===== src/core/pric_consts.svh =====
// Purpose: Offsets, field positions, reset values and timing counts of the remote I/O control
// Assumes: 25 MHz reference clock
// Notes:   Register offsets are byte addresses of 32-bit words
`ifndef PRIC_CONSTS_SVH
`define PRIC_CONSTS_SVH
// ----------------------------------------
// Clock and timing
// ----------------------------------------
`define PRIC_CLK_HZ        25000000
`define PRIC_ACK_TIME_MS   500
`define PRIC_ACK_CYC       (`PRIC_ACK_TIME_MS * (`PRIC_CLK_HZ / 1000))
`define PRIC_BAUD          9600
`define PRIC_BAUD_CYC      (`PRIC_CLK_HZ / `PRIC_BAUD)
`define PRIC_FILT_TIME_US  1000
`define PRIC_FILT_CYC      (`PRIC_FILT_TIME_US * (`PRIC_CLK_HZ / 1000000))
// ----------------------------------------
// Register offsets
// ----------------------------------------
`define PRIC_OFS_CTRL      8'h00
`define PRIC_OFS_STANDBY   8'h04
`define PRIC_OFS_SWPOINT   8'h08
`define PRIC_OFS_NODE      8'h0C
`define PRIC_OFS_STATUS    8'h10
`define PRIC_OFS_RXDATA    8'h14
// ----------------------------------------
// Fields and reset values
// ----------------------------------------
`define PRIC_CTRL_R1INV    8
`define PRIC_STANDBY_RST   10'h029B
`define PRIC_SWPOINT_RST   10'h0320
`define PRIC_NODE_RST      10'h0001
`define PRIC_GROUP_ADDR    10'h03C2
`define PRIC_FULL_SPEED    10'h03E8
`define PRIC_MIN_SPEED     10'h00C8
`define PRIC_SET_MIN_MV    14'h07D0
`define PRIC_SET_MAX_MV    14'h2710
`endif


===== src/core/pric_pkg.sv =====
// Purpose: Types of the remote I/O control
// Assumes: Nothing beyond the constants header
// Notes:   One-hot state codes written out
package pric_pkg;
   // ----------------------------------------
   // Serial receiver states
   // ----------------------------------------
   typedef enum logic [3:0] {
      RX_IDLE  = 4'b0001,
      RX_START = 4'b0010,
      RX_DATA  = 4'b0100,
      RX_STOP  = 4'b1000
   } pric_rx_state_type;
endpackage


===== src/core/pric_remote_io.sv =====
// Purpose: Remote connector command filter, pump control, status outputs, serial characters
// Assumes: Inputs other than the command pins and rx_i synchronous to ref_clk_i; setpoint arrives in millivolts
// Notes:   Speeds are in permille of nominal speed
//
// Functional notes
// Command inputs are active high
// Venting only while vent enable asserted
// Motor runs with station, self-test, motor
// Motor toggle does not trigger venting
// Station on acknowledges faults whose cause left
// Reduced speed input selects standby speed
// Heater follows heating input
// Sealing gas valve follows its input
// Fault clear needs 500 ms pulse
// Override input gives connector command priority
// Setpoint 2-10 V maps to 20-100 %
// Setpoint below 2 V means full speed
// Speed reached output at switch point
// Fault free output low on any fault
// Priority output shows connector priority
// Analog output proportional to actual speed
// Relay one at switch point, invertible
// Relay two energised while fault free
// Relay three energised on any warning
// Serial characters 9600 baud, 8N1
// Respond to group address and node
// Every bus unit needs distinct address
// Synchronise and debounce every command input
//
// Implementation choices: the register addresses and the plain strobed port.
`timescale 1ns/100ps
`include "pric_consts.svh"
module pric_remote_io #(
   parameter int NF       = 8,
   parameter int NW       = 4,
   parameter int DAC_W    = 10,
   parameter int ACK_CYC  = `PRIC_ACK_CYC,
   parameter int FILT_CYC = `PRIC_FILT_CYC
) (
   input  wire logic              ref_clk_i,
   input  wire logic              rst_i,
   input  wire logic              vent_enable_input_i,
   input  wire logic              motor_run_input_i,
   input  wire logic              station_on_input_i,
   input  wire logic              reduced_speed_input_i,
   input  wire logic              heater_on_input_i,
   input  wire logic              seal_gas_input_i,
   input  wire logic              fault_clear_input_i,
   input  wire logic              connector_override_input_i,
   input  wire logic [13:0]       speed_setpoint_analog_i,
   input  wire logic [9:0]        actual_speed_i,
   input  wire logic              selftest_ok_i,
   input  wire logic              vent_request_i,
   input  wire logic [NF-1:0]     fault_cause_i,
   input  wire logic [NW-1:0]     warning_i,
   input  wire logic              rx_i,
   input  wire logic [9:0]        rx_addr_i,
   input  wire logic              rx_addr_stb_i,
   input  wire logic [7:0]        reg_addr_i,
   input  wire logic [31:0]       reg_wdata_i,
   input  wire logic              reg_wr_i,
   input  wire logic              reg_rd_i,
   output logic [31:0]            reg_rdata_o,
   output logic                   motor_run_o,
   output logic                   station_on_o,
   output logic                   vent_o,
   output logic                   heater_o,
   output logic                   seal_gas_o,
   output logic [9:0]             target_speed_o,
   output logic                   speed_reached_output_o,
   output logic                   fault_free_output_o,
   output logic                   priority_o,
   output logic [DAC_W-1:0]       speed_analog_output_o,
   output logic                   relay1_o,
   output logic                   relay2_o,
   output logic                   relay3_o,
   output logic [7:0]             rx_data_o,
   output logic                   rx_valid_o,
   output logic                   addr_match_o
);
   // ----------------------------------------
   // Declarations
   // ----------------------------------------
   localparam int ACK_W = $clog2(ACK_CYC + 1);
   localparam int FLT_W = $clog2(FILT_CYC + 1);
   localparam int BD_W  = 12;
   logic [7:0]                raw_cmd;
   logic [7:0]                sync1_reg;
   logic [7:0]                sync2_reg;
   logic [7:0]                filt_reg;
   logic [FLT_W-1:0]          filt_cnt_reg [8];
   logic [7:0]                sw_cmd_reg;
   logic                      r1_inv_reg;
   logic [9:0]                standby_reg;
   logic [9:0]                swpoint_reg;
   logic [9:0]                node_reg;
   logic [7:0]                eff;
   logic                      station_dly_reg;
   logic                      station_ack;
   logic [ACK_W-1:0]          ack_cnt_reg;
   logic                      ack_pulse;
   logic                      ack;
   logic [NF-1:0]             fault_reg;
   logic                      vent_pend_reg;
   logic [13:0]               set_mv;
   logic [9:0]                speed_next;
   logic [DAC_W+9:0]          dac_prod;
   logic                      rx_s1_reg;
   logic                      rx_s2_reg;
   pric_pkg::pric_rx_state_type rx_state_reg;
   logic [BD_W-1:0]           bd_cnt_reg;
   logic [2:0]                bit_cnt_reg;
   logic [7:0]                shift_reg;
   logic                      bd_tick;
   assign raw_cmd = {connector_override_input_i, fault_clear_input_i, seal_gas_input_i,
                     heater_on_input_i, reduced_speed_input_i, station_on_input_i,
                     motor_run_input_i, vent_enable_input_i};
   // ----------------------------------------
   // Input conditioning
   // ----------------------------------------
   // two-stage synchroniser
   always_ff @(posedge ref_clk_i or posedge rst_i) begin
      if (rst_i) begin
         sync1_reg <= 8'h00;
         sync2_reg <= 8'h00;
      end else begin
         sync1_reg <= raw_cmd;
         sync2_reg <= sync1_reg;
      end
   end
   // active high inputs after a stable debounce interval
   // per-input debounce filter
   for (genvar i = 0; i < 8; i++) begin : g_filt
      always_ff @(posedge ref_clk_i or posedge rst_i) begin
         if (rst_i) begin
            filt_cnt_reg[i] <= '0;
            filt_reg[i]     <= 1'b0;
         end else if (sync2_reg[i] == filt_reg[i]) begin
            filt_cnt_reg[i] <= '0;
         end else if (filt_cnt_reg[i] == FLT_W'(FILT_CYC - 1)) begin
            filt_cnt_reg[i] <= '0;
            filt_reg[i]     <= sync2_reg[i];
         end else begin
            filt_cnt_reg[i] <= filt_cnt_reg[i] + 1'b1;
         end
      end
   end
   // connector wins while override held, else software commands
   assign eff = filt_reg[7] ? filt_reg : {1'b0, sw_cmd_reg[6:0]};
   // ----------------------------------------
   // Register port
   // ----------------------------------------
   // Software command word; a stale command resumes when override drops, override is pin only
   always_ff @(posedge ref_clk_i or posedge rst_i) begin
      if (rst_i) begin
         sw_cmd_reg  <= 8'h00;
         r1_inv_reg  <= 1'b0;
         standby_reg <= `PRIC_STANDBY_RST;
         swpoint_reg <= `PRIC_SWPOINT_RST;
         node_reg    <= `PRIC_NODE_RST;
      end else if (reg_wr_i) begin
         case (reg_addr_i)
            `PRIC_OFS_CTRL: begin
               sw_cmd_reg <= reg_wdata_i[7:0];
               r1_inv_reg <= reg_wdata_i[`PRIC_CTRL_R1INV];
            end
            `PRIC_OFS_STANDBY: standby_reg <= reg_wdata_i[9:0];
            `PRIC_OFS_SWPOINT: swpoint_reg <= reg_wdata_i[9:0];
            `PRIC_OFS_NODE:    node_reg    <= reg_wdata_i[9:0];
            default: ;
         endcase
      end
   end
   // Read data valid only in the cycle after the strobe
   always_ff @(posedge ref_clk_i or posedge rst_i) begin
      if (rst_i) begin
         reg_rdata_o <= 32'h0000_0000;
      end else if (reg_rd_i) begin
         case (reg_addr_i)
            `PRIC_OFS_CTRL:    reg_rdata_o <= {23'h0, r1_inv_reg, sw_cmd_reg};
            `PRIC_OFS_STANDBY: reg_rdata_o <= {22'h0, standby_reg};
            `PRIC_OFS_SWPOINT: reg_rdata_o <= {22'h0, swpoint_reg};
            `PRIC_OFS_NODE:    reg_rdata_o <= {22'h0, node_reg};
            `PRIC_OFS_STATUS:  reg_rdata_o <= {16'h0, 8'(fault_reg), filt_reg};
            `PRIC_OFS_RXDATA:  reg_rdata_o <= {24'h0, rx_data_o};
            default:           reg_rdata_o <= 32'h0000_0000;
         endcase
      end else begin
         reg_rdata_o <= 32'h0000_0000;
      end
   end
   // ----------------------------------------
   // Fault acknowledge and fault memory
   // ----------------------------------------
   // acknowledge on station switch-on edge
   always_ff @(posedge ref_clk_i or posedge rst_i) begin
      if (rst_i) begin
         station_dly_reg <= 1'b0;
      end else begin
         station_dly_reg <= eff[2];
      end
   end
   assign station_ack = eff[2] & ~station_dly_reg;
   // clear input must stay high for the full hold time; fires once
   always_ff @(posedge ref_clk_i or posedge rst_i) begin
      if (rst_i) begin
         ack_cnt_reg <= '0;
      end else if (!eff[6]) begin
         ack_cnt_reg <= '0;
      end else if (ack_cnt_reg != ACK_W'(ACK_CYC)) begin
         ack_cnt_reg <= ack_cnt_reg + 1'b1;
      end
   end
   assign ack_pulse = eff[6] && (ack_cnt_reg == ACK_W'(ACK_CYC - 1));
   assign ack       = ack_pulse | station_ack;
   // a present cause wins over the acknowledge
   // clear only faults whose cause has gone
   always_ff @(posedge ref_clk_i or posedge rst_i) begin
      if (rst_i) begin
         fault_reg <= '0;
      end else begin
         fault_reg <= fault_cause_i | (fault_reg & ~{NF{ack}});
      end
   end
   // ----------------------------------------
   // Pump commands
   // ----------------------------------------
   // venting is requested by station switch-off, never by motor toggling
   always_ff @(posedge ref_clk_i or posedge rst_i) begin
      if (rst_i) begin
         vent_pend_reg <= 1'b0;
      end else if (eff[2]) begin
         vent_pend_reg <= 1'b0;
      end else if (station_dly_reg || vent_request_i) begin
         vent_pend_reg <= 1'b1;
      end
   end
   // Command outputs registered from the effective command set
   always_ff @(posedge ref_clk_i or posedge rst_i) begin
      if (rst_i) begin
         motor_run_o  <= 1'b0;
         station_on_o <= 1'b0;
         vent_o       <= 1'b0;
         heater_o     <= 1'b0;
         seal_gas_o   <= 1'b0;
         priority_o   <= 1'b0;
      end else begin
         // motor needs station, self-test and motor command
         motor_run_o  <= eff[2] & selftest_ok_i & eff[1];
         station_on_o <= eff[2];
         // venting locked while enable is open
         vent_o       <= eff[0] & vent_pend_reg;
         // heater follows command
         heater_o     <= eff[4];
         // seal gas valve follows command
         seal_gas_o   <= eff[5];
         // priority status mirrors filtered override
         priority_o   <= filt_reg[7];
      end
   end
   // ----------------------------------------
   // Speed setpoint and speed outputs
   // ----------------------------------------
   // Clamp above 10 V so the linear map stays within full speed
   assign set_mv = (speed_setpoint_analog_i > `PRIC_SET_MAX_MV) ? `PRIC_SET_MAX_MV
                                                                 : speed_setpoint_analog_i;
   always_comb begin
      // standby speed overrides setpoint
      if (eff[3]) begin
         speed_next = standby_reg;
      // open or low setpoint gives full speed
      end else if (set_mv < `PRIC_SET_MIN_MV) begin
         speed_next = `PRIC_FULL_SPEED;
      // R11 8000 mV span onto 800 permille: one step per 10 mV
      end else begin
         speed_next = `PRIC_MIN_SPEED + 10'((set_mv - `PRIC_SET_MIN_MV) / 14'd10);
      end
   end
   // full scale code equals full nominal speed
   assign dac_prod = DAC_W'((1 << DAC_W) - 1) * actual_speed_i;
   always_ff @(posedge ref_clk_i or posedge rst_i) begin
      if (rst_i) begin
         target_speed_o         <= `PRIC_FULL_SPEED;
         speed_analog_output_o  <= '0;
         speed_reached_output_o <= 1'b0;
         fault_free_output_o    <= 1'b1;
         relay1_o               <= 1'b0;
         relay2_o               <= 1'b1;
         relay3_o               <= 1'b0;
      end else begin
         target_speed_o         <= speed_next;
         speed_analog_output_o  <= DAC_W'(dac_prod / (DAC_W+10)'(`PRIC_FULL_SPEED));
         // reached at or above switch point
         speed_reached_output_o <= actual_speed_i >= swpoint_reg;
         // collective fault flag, high when clean
         fault_free_output_o    <= ~|fault_reg;
         // relay one at switch point, sense invertible
         relay1_o               <= (actual_speed_i >= swpoint_reg) ^ r1_inv_reg;
         // relay two energised while fault free
         relay2_o               <= ~|fault_reg;
         // relay three energised on any warning
         relay3_o               <= |warning_i;
      end
   end
   // ----------------------------------------
   // Serial character receiver
   // ----------------------------------------
   always_ff @(posedge ref_clk_i or posedge rst_i) begin
      if (rst_i) begin
         rx_s1_reg <= 1'b1;
         rx_s2_reg <= 1'b1;
      end else begin
         rx_s1_reg <= rx_i;
         rx_s2_reg <= rx_s1_reg;
      end
   end
   assign bd_tick = (bd_cnt_reg == '0);
   // R20 8 data bits, one start, no parity at 9600 baud
   always_ff @(posedge ref_clk_i or posedge rst_i) begin
      if (rst_i) begin
         rx_state_reg <= pric_pkg::RX_IDLE;
         bd_cnt_reg   <= '0;
         bit_cnt_reg  <= 3'h0;
         shift_reg    <= 8'h00;
         rx_data_o    <= 8'h00;
         rx_valid_o   <= 1'b0;
      end else begin
         rx_valid_o <= 1'b0;
         if (!bd_tick) begin
            bd_cnt_reg <= bd_cnt_reg - 1'b1;
         end
         case (rx_state_reg)
            pric_pkg::RX_IDLE: begin
               if (!rx_s2_reg) begin
                  bd_cnt_reg   <= BD_W'(`PRIC_BAUD_CYC / 2);
                  rx_state_reg <= pric_pkg::RX_START;
               end
            end
            pric_pkg::RX_START: begin
               if (bd_tick) begin
                  // A glitch shorter than half a bit is not a start
                  rx_state_reg <= rx_s2_reg ? pric_pkg::RX_IDLE : pric_pkg::RX_DATA;
                  bd_cnt_reg   <= BD_W'(`PRIC_BAUD_CYC - 1);
                  bit_cnt_reg  <= 3'h0;
               end
            end
            pric_pkg::RX_DATA: begin
               if (bd_tick) begin
                  shift_reg   <= {rx_s2_reg, shift_reg[7:1]};
                  bd_cnt_reg  <= BD_W'(`PRIC_BAUD_CYC - 1);
                  bit_cnt_reg <= bit_cnt_reg + 1'b1;
                  if (bit_cnt_reg == 3'h7) begin
                     rx_state_reg <= pric_pkg::RX_STOP;
                  end
               end
            end
            pric_pkg::RX_STOP: begin
               if (bd_tick) begin
                  // Framing error drops the character silently
                  rx_valid_o   <= rx_s2_reg;
                  rx_data_o    <= rx_s2_reg ? shift_reg : rx_data_o;
                  rx_state_reg <= pric_pkg::RX_IDLE;
               end
            end
            default: rx_state_reg <= pric_pkg::RX_IDLE;
         endcase
      end
   end
   // match own node address or fixed group address
   always_ff @(posedge ref_clk_i or posedge rst_i) begin
      if (rst_i) begin
         addr_match_o <= 1'b0;
      end else begin
         addr_match_o <= rx_addr_stb_i &&
                         (rx_addr_i == node_reg || rx_addr_i == `PRIC_GROUP_ADDR);
      end
   end
endmodule


===== config.mk =====
export PLATFORM = sky130hd
export DESIGN_NAME = pric_remote_io
export DESIGN_NICKNAME = d
export VERILOG_FILES = /design/src/core/pric_pkg.sv /design/src/core/pric_remote_io.sv
export VERILOG_INCLUDE_DIRS = /design/src /design/src/core
export SDC_FILE = /design/constraint.sdc
export NUM_CORES = 1
export LEC_CHECK = 0
export ABC_AREA = 1
export BUFFER_PORTS_ARGS = -buffer_cell sky130_fd_sc_hd__buf_2
export CAP_MARGIN = 5
export CORE_MARGIN = 2
export CORE_UTILIZATION = 25
export DETAILED_ROUTE_END_ITERATION = 7
export PLACE_DENSITY_LB_ADDON = 0.25
export REMOVE_ABC_BUFFERS = 1
export SLEW_MARGIN = 20
export SYNTH_ARGS = -nofsm -noshare
export SYNTH_HDL_FRONTEND = slang
export SYNTH_SLANG_ARGS = --single-unit

===== constraint.sdc =====
create_clock -name ref_clk_i -period 12.4 [get_ports ref_clk_i]
set_input_delay 3.1 -clock ref_clk_i [delete_from_list [all_inputs] [get_ports ref_clk_i]]
set_output_delay 3.1 -clock ref_clk_i [all_outputs]
set_load 0.02 [all_outputs]

==> metrics.txt <==
status complete, no violations; Root Driver clkbuf_16; upper clock frequency limit 0.0846 GHz; post-synthesis sequential area ratio between 30 and 40%; antenna violation net count after detailed routing 0; buffers and inverters on the worst path 12; most common cell after layout, fill and taps aside nand2_1; largest fanout on the critical path 7; most frequent CP cell nand2_1; Area after DPL 22,700 µm²; Site Rows 102; via count 16.8k; critical path startpoint actual_speed_i[1]; Crit. path cell count 72; vias per cell 4.26; CTS Buf Count 38; ys async rst share 100%; Core Region 77,300 µm²; Period minus WS final approximately 12 ns; Least-Margin Pin Slew 0.982 ns; final non-filler cell area 24,400 µm²; die width 284 µm; Synth Flop Type dfrtp_1; most frequent cells in the layout nand2_1 (544), inv_1 (385), dfrtp_1 (281); antenna violations before repair 16; gr usage total a little over an eighth; worst hold path type flop to flop; 1st-pass router iterations 5; CP peak stage delay approximately 0.56 ns; drt wl/cell ~13 µm; Final HPWL DP 41.2 mm; max reg flops 120; Top delay family on crit path simple AND/OR/NAND/NOR gates; initial core utilization 25.3%; Final Hold Fails 0; number of port buffers 136; vias in the first global route around 16k; r2r endpoint fault_reg[5]; Final nets 3,096; Worst Path Arrival 12.29 ns; largest net degree at the start of global routing between 100 and 150; Die ar. 80,400 µm²; Netlist cell types between 60 and 70; clk buf depth 3; r2r startpoint filt_reg[7]; Synth Register Bits approximately 300; Post-Synthesis Cells 2,538; Slew HR 34.1%; first-pass GRT wire length 85.6 mm; Sink Count 301; H-tree levels 2; clock-pin transition on the worst setup and hold timing paths 0.06 ns; clock skew roughly 0.026 ns; Mapped Area 19,500 µm²; Synth-to-Final Area Change 24.7%; Critical Path Sink speed_analog_output_o[0]; YS warnings 0; crit path capture type flop; ratio of cells with drive above 1 in the final layout 20.5%; R2R Setup Slk 9.47 ns; DRC Markers 0; max-slew violations 0; RSZ-0062 raised after global routing yes; Setup crit start kind primary input; Data required, critical path ~13 ns; EDFF count, synth 0; worst skew pair latency 0.58 ns; Post-Syn Area per Cell 7.70 µm²; Die H about 280 µm; TritonCTS clock tree yes; slowest CP cell fa_1; path type of the worst setup path primary input to flop; grt total ovfl 0; GPL Wtd Cong 0.812; num ports 175; Tcrit/Tclk final a little over nine tenths; Total Routed Length around 52 mm; setup violators final 0; total of max-cap violations 0; FF-to-FF path depth 5; drt initial violations a little under 900
cell type report:
class / instances / area (µm²)
Multi-Input combinational cell: 1781 / 10400
Fill cell: 8387 / 53000
Antenna cell: 1 / 2.50
Clock buffer: 52 / 1060
Clock inverter: 17 / 256
Sequential cell: 301 / 7560
Tap cell: 1040 / 1300
Inverter: 435 / 1640
Timing Repair Buffer: 320 / 2080
worst register-to-register path, cell delays in order, from the launching register on:
cell,delay (ns)
dfrtp_1,0.57
o21ai_1,0.67
clkinv_1,0.67
nand3_1,0.29
o21ai_1,0.36
o21bai_1,0.27
per-layer routing:
| layer | routed length, µm | global-route usage, % |
|---|---|---|
| met1 | 25900 | 18.5 |
| met2 | 22200 | 19.9 |
| met3 | 2700 | 3.14 |
| met4 | 1160 | 3.28 |
| met5 | 155 | 0 |
worst min path at each step:
stage                       startpoint  cells after the start  slack, ns           end
after floorplan           sync1_reg[0]                      0       0.33  sync2_reg[0]
after global placement    sync1_reg[6]                      0       0.34  sync2_reg[6]
after detailed placement  sync1_reg[2]                      0       0.34  sync2_reg[2]
after CTS                    rx_s1_reg                      0       0.35     rx_s2_reg
after global routing         rx_s1_reg                      0       0.35     rx_s2_reg
final                        rx_s1_reg                      0       0.34     rx_s2_reg
synth_stat cells (18+ instances only):
cell      instances  area [µm²]
inv_1           389        1460
a21oi_1          82         410
inv_2            41         154
nor2_1          240         901
dfstp_2          20         526
dfrtp_1         281        7030
nor3_1           61         305
nand3_1         164         821
buf_4            18         135
xor2_1           67         587
o21ai_0         118         591
nor3b_1          45         338
ha_1             87        1090
nor4_1           23         144
fa_1             30         601
nand2_2          34         213
nand2_1         561        2110
clkbuf_1         18        67.6
nand4_1          41         257
stage by stage:
step / setup WS, ns / TNS [ns] / hold WS (ns) / instances / utilization (%)
5_1_grt: -0.250 / -0.250 / 0.353 / 3946 / 31.5
3_5_place_dp: -0.414 / -0.632 / 0.340 / 3874 / 29.4
6_report: 0.579 / 0 / 0.344 / 3947 / 31.5
4_1_cts: 0.205 / 0 / 0.347 / 3943 / 31.1
3_3_place_gp: -0.374 / -0.573 / 0.335 / 3874 / 29.4
2_1_floorplan: 0.306 / 0 / 0.331 / 2516 / -
cell families (layout without fill, tap and decap cells):
logic type / Yosys count / in the layout / synth area share, %
compound gates: 314 / 314 / 9.55
fa+ha+maj: 117 / 117 / 8.65
xor+xnor: 82 / 82 / 3.68
other cells: 1 / 17 / 0.0192
simple gates: 1245 / 1246 / 29.6
flops: 301 / 301 / 38.7
buf+inv: 472 / 824 / 9.42
mux: 6 / 6 / 0.346
what timing repair did:
action                                  CTS  global route
endpoints found under the setup margin    0             3
hold endpoints to repair                  0             0
resized for setup                         0            65
hold buffers                              0             0
buffers inserted                          0             2
Power is left out: the tool's default activity adds up to more than one toggle a clock period on the data nets, which glitch-free logic cannot reach.
